### config.mk
export PLATFORM = sky130hd
export DESIGN_NAME = abp_host_port
export DESIGN_NICKNAME = d
export VERILOG_FILES = /design/src/abp_pkg.sv /design/src/abp_fifo.sv /design/src/abp_host_port.sv
export SDC_FILE = /design/constraint.sdc
export NUM_CORES = 1
export LEC_CHECK = 0
export ABC_AREA = 1
export BUFFER_PORTS_ARGS = -buffer_cell sky130_fd_sc_hd__buf_2
export CAP_MARGIN = 20
export CORE_ASPECT_RATIO = 0.75
export CORE_MARGIN = 2
export CORE_UTILIZATION = 55
export CTS_CLUSTER_SIZE = 12
export DETAILED_ROUTE_END_ITERATION = 7
export HOLD_SLACK_MARGIN = 0.06
export PLACE_DENSITY = 0.7
export SYNTH_ARGS = -nofsm -noshare
export SYNTH_HDL_FRONTEND = slang
export SYNTH_SLANG_ARGS = --single-unit
### constraint.sdc
create_clock -name i_ref_clk -period 4.47 [get_ports i_ref_clk]
set_clock_uncertainty 0.1 [all_clocks]
set_input_delay 0.894 -clock i_ref_clk [delete_from_list [all_inputs] [get_ports i_ref_clk]]
set_output_delay 0.894 -clock i_ref_clk [all_outputs]
set_load 0.05 [all_outputs]
### src/abp_pkg.sv
`default_nettype none
package abp_pkg;
  localparam int RESULT_W = 12;
  localparam int BUS_W = 8;
  localparam int FIFO_DEPTH = 8;
  localparam int ACQ_MODE_BIT = 5;
  localparam int HOLD_EDGES = 4;
  localparam int REF_CLK_PERIOD_NS = 10;
  localparam int INT_CLK_PERIOD_NS = 250;
  localparam int INT_CLK_CYCLES = INT_CLK_PERIOD_NS / REF_CLK_PERIOD_NS;
  localparam logic [7:0] CONFIG_RST = 8'h00;
  localparam logic DONE_N_RST = 1'b1;
  typedef enum logic [1:0] {ST_IDLE, ST_ACQ_INT, ST_ACQ_EXT, ST_CONV} abp_state_type;
endpackage
`default_nettype wire

### src/abp_fifo.sv
`timescale 1ns/100ps
`default_nettype none
module abp_fifo #(
  parameter int WIDTH = 12,
  parameter int DEPTH = 8
) (
  input wire logic i_ref_clk, // Clock
  input wire logic i_rst, // Async reset
  input wire logic i_in_valid, // Write request
  output logic o_in_ready, // Not full
  input wire logic [WIDTH-1:0] i_in_data, // Write word
  output logic o_out_valid, // Not empty
  input wire logic i_out_ready, // Pop request
  output logic [WIDTH-1:0] o_out_data // Head word
);
  localparam int AW = $clog2(DEPTH);
  if (DEPTH < 2 || (1 << AW) != DEPTH) begin : g_chk
    $error("abp_fifo depth must be a power of two of at least 2");
  end
  logic [WIDTH-1:0] mem [DEPTH];
  logic [AW-1:0] wr_ptr;
  logic [AW-1:0] rd_ptr;
  logic [AW:0] count;
  logic [AW:0] next_count;
  logic push;
  logic pop;
  assign push = i_in_valid && o_in_ready;
  assign pop = i_out_ready && o_out_valid;
  assign next_count = count + (AW+1)'(push) - (AW+1)'(pop);
  assign o_out_data = mem[rd_ptr];

  always_ff @(posedge i_ref_clk) begin
    if (push) begin
      mem[wr_ptr] <= i_in_data;
    end
  end

  always_ff @(posedge i_ref_clk or posedge i_rst) begin
    if (i_rst) begin
      wr_ptr <= '0;
      rd_ptr <= '0;
      count <= '0;
      o_in_ready <= 1'b1;
      o_out_valid <= 1'b0;
    end else begin
      if (push) wr_ptr <= wr_ptr + 1'b1;
      if (pop) rd_ptr <= rd_ptr + 1'b1;
      count <= next_count;
      o_in_ready <= next_count != (AW+1)'(DEPTH);
      o_out_valid <= next_count != '0;
    end
  end
endmodule
`default_nettype wire

### src/abp_host_port.sv
`timescale 1ns/100ps
`default_nettype none
module abp_host_port #(
  parameter int FIFO_DEPTH = abp_pkg::FIFO_DEPTH
) (
  input wire logic i_ref_clk, // 100 MHz clock
  input wire logic i_rst, // Async reset, high
  input wire logic i_cs_n, // Chip select pin
  input wire logic i_rd_n, // Read strobe pin
  input wire logic i_wr_n, // Write strobe pin
  input wire logic i_high_byte_select, // Byte select pin
  input wire logic i_conv_clk_pin, // Converter clock pin
  input wire logic i_ext_clk_mode, // 1: use clock pin
  input wire logic [7:0] i_data, // Data pins in
  output logic [7:0] o_data, // Data pins out
  output logic o_data_oe, // Data pins driven
  output logic o_done_n, // Done pin out
  output logic o_done_oe, // Done pin driven
  output logic [7:0] o_config, // Latched configuration
  output logic o_track, // Track/hold tracking
  output logic o_convert_start, // Start conversion pulse
  input wire logic i_result_valid, // Converter result strobe
  output logic o_result_ready, // Converting and result buffer has room
  input wire logic [11:0] i_result // Converter result
);
  localparam int NB = 13;
  if (FIFO_DEPTH < 2) begin : g_chk
    $error("abp_host_port needs a result buffer of at least 2");
  end

  ////////////////////////////////////////////////////////////////
  // Pin synchronisers with agreement filter
  logic [NB-1:0] pin_raw;
  logic [NB-1:0] sync1;
  logic [NB-1:0] sync2;
  logic [NB-1:0] sync3;
  logic [NB-1:0] filt;
  logic [NB-1:0] filt_d;
  assign pin_raw = {i_conv_clk_pin, i_high_byte_select, i_wr_n, i_rd_n, i_cs_n, i_data};

  always_ff @(posedge i_ref_clk or posedge i_rst) begin
    if (i_rst) begin
      sync1 <= '1;
      sync2 <= '1;
      sync3 <= '1;
    end else begin
      sync1 <= pin_raw;
      sync2 <= sync1;
      sync3 <= sync2;
    end
  end

  for (genvar b = 0; b < NB; b++) begin : g_filt
    always_ff @(posedge i_ref_clk or posedge i_rst) begin
      if (i_rst) begin
        filt[b] <= 1'b1;
        filt_d[b] <= 1'b1;
      end else begin
        if (sync2[b] == sync3[b]) filt[b] <= sync2[b];
        filt_d[b] <= filt[b];
      end
    end
  end

  logic [7:0] data_f;
  logic cs_f;
  logic hbs_f;
  logic rd_fall;
  logic rd_rise;
  logic wr_rise;
  logic pin_clk_fall;
  assign data_f = filt[7:0];
  assign cs_f = filt[8];
  assign hbs_f = filt[11];
  assign rd_fall = filt_d[9] && !filt[9] && !cs_f;
  assign rd_rise = !filt_d[9] && filt[9] && !cs_f;
  assign wr_rise = !filt_d[10] && filt[10] && !cs_f;
  assign pin_clk_fall = filt_d[12] && !filt[12];

  ////////////////////////////////////////////////////////////////
  // Internal converter clock as enable pulse
  logic [$clog2(abp_pkg::INT_CLK_CYCLES)-1:0] div_cnt;
  logic int_clk_fall;
  logic conv_fall;
  assign int_clk_fall = div_cnt == '0;
  assign conv_fall = i_ext_clk_mode ? pin_clk_fall : int_clk_fall;

  always_ff @(posedge i_ref_clk or posedge i_rst) begin
    if (i_rst) begin
      div_cnt <= '0;
    end else if (int_clk_fall) begin
      div_cnt <= ($bits(div_cnt))'(abp_pkg::INT_CLK_CYCLES - 1);
    end else begin
      div_cnt <= div_cnt - 1'b1;
    end
  end

  ////////////////////////////////////////////////////////////////
  // Acquisition and conversion sequence
  abp_pkg::abp_state_type state;
  logic [1:0] edge_cnt;
  logic fifo_in_ready;

  always_ff @(posedge i_ref_clk or posedge i_rst) begin
    if (i_rst) begin
      state <= abp_pkg::ST_IDLE;
      edge_cnt <= '0;
      o_config <= abp_pkg::CONFIG_RST;
      o_track <= 1'b0;
      o_convert_start <= 1'b0;
    end else begin
      o_convert_start <= 1'b0;
      case (state)
        abp_pkg::ST_IDLE: begin
          // Full buffer stalls new starts
          if (wr_rise && fifo_in_ready) begin
            o_config <= data_f;
            o_track <= 1'b1;
            edge_cnt <= '0;
            if (data_f[abp_pkg::ACQ_MODE_BIT]) begin
              state <= abp_pkg::ST_ACQ_EXT;
            end else begin
              state <= abp_pkg::ST_ACQ_INT;
            end
          end
        end
        abp_pkg::ST_ACQ_INT: begin
          if (conv_fall) begin
            edge_cnt <= edge_cnt + 1'b1;
            if (edge_cnt == 2'(abp_pkg::HOLD_EDGES - 1)) begin
              o_track <= 1'b0;
              o_convert_start <= 1'b1;
              state <= abp_pkg::ST_CONV;
            end
          end
        end
        abp_pkg::ST_ACQ_EXT: begin
          if (wr_rise) begin
            o_track <= 1'b0;
            o_convert_start <= 1'b1;
            state <= abp_pkg::ST_CONV;
          end
        end
        abp_pkg::ST_CONV: begin
          // Writes ignored until the result is buffered
          if (i_result_valid && fifo_in_ready) begin
            state <= abp_pkg::ST_IDLE;
          end
        end
        default: state <= abp_pkg::ST_IDLE;
      endcase
    end
  end

  ////////////////////////////////////////////////////////////////
  // Result buffer
  logic head_valid;
  logic [11:0] head;
  logic pop;
  logic read_seen;
  assign pop = rd_rise && hbs_f && read_seen;

  abp_fifo #(
    .WIDTH(abp_pkg::RESULT_W),
    .DEPTH(FIFO_DEPTH)
  ) u_fifo (
    .i_ref_clk(i_ref_clk),
    .i_rst(i_rst),
    .i_in_valid(i_result_valid && state == abp_pkg::ST_CONV),
    .o_in_ready(fifo_in_ready),
    .i_in_data(i_result),
    .o_out_valid(head_valid),
    .i_out_ready(pop),
    .o_out_data(head)
  );

  always_ff @(posedge i_ref_clk or posedge i_rst) begin
    if (i_rst) begin
      o_result_ready <= 1'b0;
    end else begin
      o_result_ready <= fifo_in_ready && state == abp_pkg::ST_CONV;
    end
  end

  ////////////////////////////////////////////////////////////////
  // Done flag and read bus
  always_ff @(posedge i_ref_clk or posedge i_rst) begin
    if (i_rst) begin
      read_seen <= 1'b0;
    end else if (rd_fall && head_valid) begin
      read_seen <= 1'b1;
    end else if (pop) begin
      read_seen <= 1'b0;
    end
  end

  always_ff @(posedge i_ref_clk or posedge i_rst) begin
    if (i_rst) begin
      o_done_n <= abp_pkg::DONE_N_RST;
      o_done_oe <= 1'b0;
    end else begin
      o_done_oe <= !cs_f;
      o_done_n <= !(head_valid && !read_seen && !rd_fall);
    end
  end

  always_ff @(posedge i_ref_clk or posedge i_rst) begin
    if (i_rst) begin
      o_data <= '0;
      o_data_oe <= 1'b0;
    end else begin
      o_data_oe <= !cs_f && !filt[9];
      // Empty buffer shows zeros, never stale memory
      if (!head_valid) begin
        o_data <= '0;
      end else if (hbs_f) begin
        o_data <= {4'h0, head[11:8]};
      end else begin
        o_data <= head[7:0];
      end
    end
  end

  ////////////////////////////////////////////////////////////////
  // Checks
  a_high_byte_top: assert property (@(posedge i_ref_clk) disable iff (i_rst)
    hbs_f |=> o_data[7:4] == 4'h0)
    else $error("upper lines not zero in high byte");
  a_nibble_order: assert property (@(posedge i_ref_clk) disable iff (i_rst)
    1'b1 |=> o_data[3:0] == (!$past(head_valid) ? 4'h0 : $past(hbs_f) ? $past(head[11:8]) : $past(head[3:0])))
    else $error("low data lines carry wrong result bits");
  a_done_ready: assert property (@(posedge i_ref_clk) disable iff (i_rst)
    head_valid && !read_seen && !rd_fall |=> !o_done_n)
    else $error("done not asserted for ready result");
  a_read_drive: assert property (@(posedge i_ref_clk) disable iff (i_rst)
    rd_fall |=> o_data_oe)
    else $error("read strobe did not drive bus");
  a_config_latch: assert property (@(posedge i_ref_clk) disable iff (i_rst)
    state == abp_pkg::ST_IDLE && wr_rise && fifo_in_ready |=> o_config == $past(data_f) && o_track)
    else $error("configuration not latched on write");
  a_ext_start: assert property (@(posedge i_ref_clk) disable iff (i_rst)
    state == abp_pkg::ST_ACQ_EXT && wr_rise |=> o_convert_start && !o_track)
    else $error("external acquisition did not start conversion");
  a_float_cs: assert property (@(posedge i_ref_clk) disable iff (i_rst)
    cs_f |=> !o_data_oe && !o_done_oe)
    else $error("pins driven with chip select high");
  a_track_begin: assert property (@(posedge i_ref_clk) disable iff (i_rst)
    state == abp_pkg::ST_IDLE && wr_rise && fifo_in_ready |=> o_track [*2])
    else $error("tracking did not begin");
  a_hold_fourth: assert property (@(posedge i_ref_clk) disable iff (i_rst)
    o_convert_start && $past(state) == abp_pkg::ST_ACQ_INT |-> $past(edge_cnt) == 2'd3)
    else $error("hold not on fourth clock fall");
  a_done_release: assert property (@(posedge i_ref_clk) disable iff (i_rst)
    rd_fall |=> o_done_n)
    else $error("read did not release done");
endmodule
`default_nettype wire

==> run summary <==
STATUS
-------------------------------------------------------------------------------
Result of the run ................................................ finished, final reports clean

CRITICAL PATH
-------------------------------------------------------------------------------
Critical Path Start Type .........................................         flop
Depth of the most critical reg-to-reg path .......................           10
Critical setup path kind .........................................      reg2reg
Crit-path max FO .................................................            7
Data required time at the worst endpoint .........................      4.67 ns
FF-to-FF Start ................................................... hbs_f$_DFFE_PP1N_
CP arrival .......................................................      2.85 ns
Setup crit start ................................................. hbs_f$_DFFE_PP1N_
Kind of capture point of the worst setup path ....................         flop

GLOBAL ROUTE
-------------------------------------------------------------------------------
Pin count of the biggest net entering global routing .............           86
Antenna violations before repair .................................            0
Global-route wire length before repair ...........................     22300 um
Overall routing resource usage ...................................        0.199
Residual overflow from global routing ............................            0
Vias in the first global route ...................................         4361

PWR
-------------------------------------------------------------------------------
Standby leakage power ............................................      3.55 nW
Maximum ir drop on the vdd rail ..................................       425 uV
Areal power density over the cells ...............................   608 nW/um2
Post-route total power ...........................................      5.15 mW

CLOCKING
-------------------------------------------------------------------------------
Number of buffers inserted by post-CTS setup repair ..............            0
CTS tree .........................................................        built
Buffer depth of the longest clock path ...........................            2
Clock latency on the worst-skew pair .............................      0.43 ns
Cts hold-fix bufs ................................................            0
H-tree depth .....................................................            4
Cells resized by post-CTS repair .................................            0
Worst-path clk slew ..............................................      0.07 ns
Number of buffers created by CTS .................................           17
Sinks on Clock Net ...............................................          195
Clk root buf ..................................................... sky130_fd_sc_hd__clkbuf_16

STA
-------------------------------------------------------------------------------
Period minus WS final ............................................      2.65 ns
Number of max-slew violations in the final report ................            0
Fmax achieved ....................................................      377 MHz
Post-route worst hold slack ......................................     0.258 ns
Crit share post-route ............................................        0.593
Slew HR ..........................................................        0.294
Worst setup slack after layout ...................................      1.82 ns
RSZ-0062 raised after global routing .............................        false
Tightest Pin Transition ..........................................      1.05 ns
Final hold violation count .......................................            0
Final count of negative-setup-slack endpoints ....................            0
Total negative setup slack .......................................         0 ns

CELLS AND AREA
-------------------------------------------------------------------------------
Combined area of the multi-input logic cells .....................     1700 um2
Area growth from synthesis to final layout .......................        13.7%
Antenna diode instance count .....................................            0
# fillers ........................................................          936
Area occupied by registers .......................................     5430 um2
Post-layout utilization of the core ..............................        0.646
Final cell count without fillers .................................          840
Post-route cell area .............................................     8470 um2
Proportion of layout cells with a drive suffix above 1 ...........        0.239
Total Nets Final .................................................          699

FLOORPLAN
-------------------------------------------------------------------------------
Core Box Area ....................................................    13100 um2
Starting Density .................................................        0.568
Std-Cell Rows ....................................................           36
Number of I/O pins ...............................................           51
Die Footprint ....................................................    14500 um2
Floorplan die width ..............................................       138 um
DIE HEIGHT .......................................................       105 um

SYNTHESIS
-------------------------------------------------------------------------------
Flop and latch count out of synthesis ............................          195
Avg Inst Size Synth ..............................................     12.5 um2
Post-synthesis instance total ....................................          597
Number of synthesis warnings .....................................            0
Sequential share of the synthesized area .........................        0.729
Post-synth cell types ............................................           33
Mapped cell area .................................................     7450 um2
Post-synth net total .............................................          640

PLACED DESIGN
-------------------------------------------------------------------------------
# port buffers ...................................................           50
Placed Instance Area .............................................     7850 um2
Sum of net half-perimeters after detailed placement ..............      8720 um
Placement Setup Slack ............................................      1.64 ns
Final weighted congestion of routability-driven global placement .        0.840
Cell count after placement .......................................          805

DETAILED ROUTING
-------------------------------------------------------------------------------
DRT Pass-1 Iters .................................................            5
Overall routed net length ........................................     13600 um
Average wire per standard cell ...................................      16.2 um
Remaining antenna violation count ................................            0
DRC errors left ..................................................            0
Total number of vias .............................................         4431
Average vias per placed instance .................................         5.28
Starting DRT DRC Count ...........................................          361

HOLD PATH
-------------------------------------------------------------------------------
Worst Min Path Start ............................................. sync1[4]$_DFF_PP1_
Worst Hold Path Cells ............................................            0
Class of the tightest hold or removal check ......................      reg2reg

RUN
-------------------------------------------------------------------------------
Max-cap check violation count ....................................            0

[critical path, cell delays in order, from the launching register on]
cell	delay, ns
sky130_fd_sc_hd__dfstp_2	0.60
sky130_fd_sc_hd__nand3_1	0.15
sky130_fd_sc_hd__nor3_4	0.26
sky130_fd_sc_hd__ha_1	0.28
sky130_fd_sc_hd__inv_1	0.05
sky130_fd_sc_hd__ha_1	0.16
sky130_fd_sc_hd__inv_1	0.06
sky130_fd_sc_hd__fa_1	0.47
sky130_fd_sc_hd__inv_1	0.05
sky130_fd_sc_hd__nor3_1	0.26
sky130_fd_sc_hd__nand2b_1	0.08
[final timing paths]
check	end	slack, ns
worst max-delay path	u_fifo.o_out_valid$_DFF_PP0_	1.82
worst min-delay path	sync2[4]$_DFF_PP1_	0.26
worst max register to register	u_fifo.o_out_valid$_DFF_PP0_	1.82
worst min register to register	sync2[4]$_DFF_PP1_	0.26
max in group asynchronous	u_fifo.o_in_ready$_DFF_PP1_	3.29
min in group asynchronous	o_config[1]$_DFFE_PP0P_	0.34
[metal layers]
layer / share of wire / global-route usage / up-vias
li1: - / - / 2114
met3: 0.062 / 0.0518 / 15
met5: 0 / 0 / -
met2: 0.45 / 0.301 / 145
met4: 0.012 / 0.0620 / 0
met1: 0.47 / 0.288 / 2157
[where the power goes]
group	switching (mW)	internal, mW	leakage (nW)
sequential	0.133	2.12	1.99
combinational	1.01	0.411	1.28
clock	0.682	0.787	0.285
[sequential cells by signal, indices dropped and copies added (netlist names), 2 cells and up]
signal and flops:
edge_cnt 2, u_fifo.wr_ptr 3, u_fifo.count 4, filt_d 3, filt 3, state 2, sync1 13, data_f 8
o_config 8, sync3 13, sync2 13, o_data 8, u_fifo.rd_ptr 3, u_fifo.mem 96, div_cnt 5
[area by class of cell]
class                           count  area share
Timing Repair Buffer               57      0.0386
Multi-Input combinational cell    326       0.201
Clock buffer                       17      0.0502
Sequential cell                   195       0.641
Inverter                           59      0.0264
Clock inverter                     15      0.0173
Tap cell                          171      0.0253
[cell usage after synthesis, drive strengths merged]
cell    number  area (um2)
a21oi        6        30.0
buf         12        76.3
clkbuf       5        18.8
clkinv       1        3.75
dfrtp       42        1050
dfstp       57        1500
edfxtp      96        2880
fa           1        20.0
ha          13         163
inv         58         218
maj3        13         130
nand2      104         390
nand2b       1        6.26
nand3       37         195
nand3b       1        7.51
nand4        3        18.8
nor2        67         259
nor3         4        36.3
o211ai      12        90.1
o21ai       49         245
o22ai        4        25.0
or2          5        31.3
xnor2        3        26.3
xor2         3        26.3
[cell usage in the layout (no fill, tap or decap), types with 2 or more instances in the layout]
cell                        synthesis  routed
sky130_fd_sc_hd__nor2_1            66      66
sky130_fd_sc_hd__nand4_1            3       3
sky130_fd_sc_hd__inv_8              0       3
sky130_fd_sc_hd__buf_4              4       5
sky130_fd_sc_hd__a21oi_1            6       6
sky130_fd_sc_hd__edfxtp_1          96      96
sky130_fd_sc_hd__clkbuf_16          0      17
sky130_fd_sc_hd__o21ai_0           38      38
sky130_fd_sc_hd__o22ai_1            4       4
sky130_fd_sc_hd__or2_2              4       4
sky130_fd_sc_hd__inv_4              0       3
sky130_fd_sc_hd__clkinv_4           0       2
sky130_fd_sc_hd__dfrtp_1           42      42
sky130_fd_sc_hd__inv_6              0       4
sky130_fd_sc_hd__clkinv_2           0       2
sky130_fd_sc_hd__xnor2_1            3       3
sky130_fd_sc_hd__o21ai_1           11      11
sky130_fd_sc_hd__nor3_1             2       2
sky130_fd_sc_hd__maj3_1            13      13
sky130_fd_sc_hd__nand3_2            2       2
sky130_fd_sc_hd__inv_2              4       4
sky130_fd_sc_hd__nand3_1           35      35
sky130_fd_sc_hd__ha_1              13      13
sky130_fd_sc_hd__dfstp_2           57      57
sky130_fd_sc_hd__nand2_1          104     104
sky130_fd_sc_hd__xor2_1             3       3
sky130_fd_sc_hd__buf_2              7      50
sky130_fd_sc_hd__inv_1             54      53
sky130_fd_sc_hd__o211ai_1          12      12
[cell families (layout without fill, tap and decap cells)]
| kind of cell | count (synthesis) | count (layout) | synth area share |
|---|---|---|---|
| buffers and inverters | 76 | 148 | 0.0425 |
| DFF | 195 | 195 | 0.729 |
| and+or+nand+nor | 222 | 222 | 0.127 |
| AOI/OAI and AO/OA | 71 | 71 | 0.0524 |
| adders and majority gates | 27 | 27 | 0.0420 |
| xor gates and xnor gates | 6 | 6 | 0.00706 |
Power figures use the tool's default switching activity.
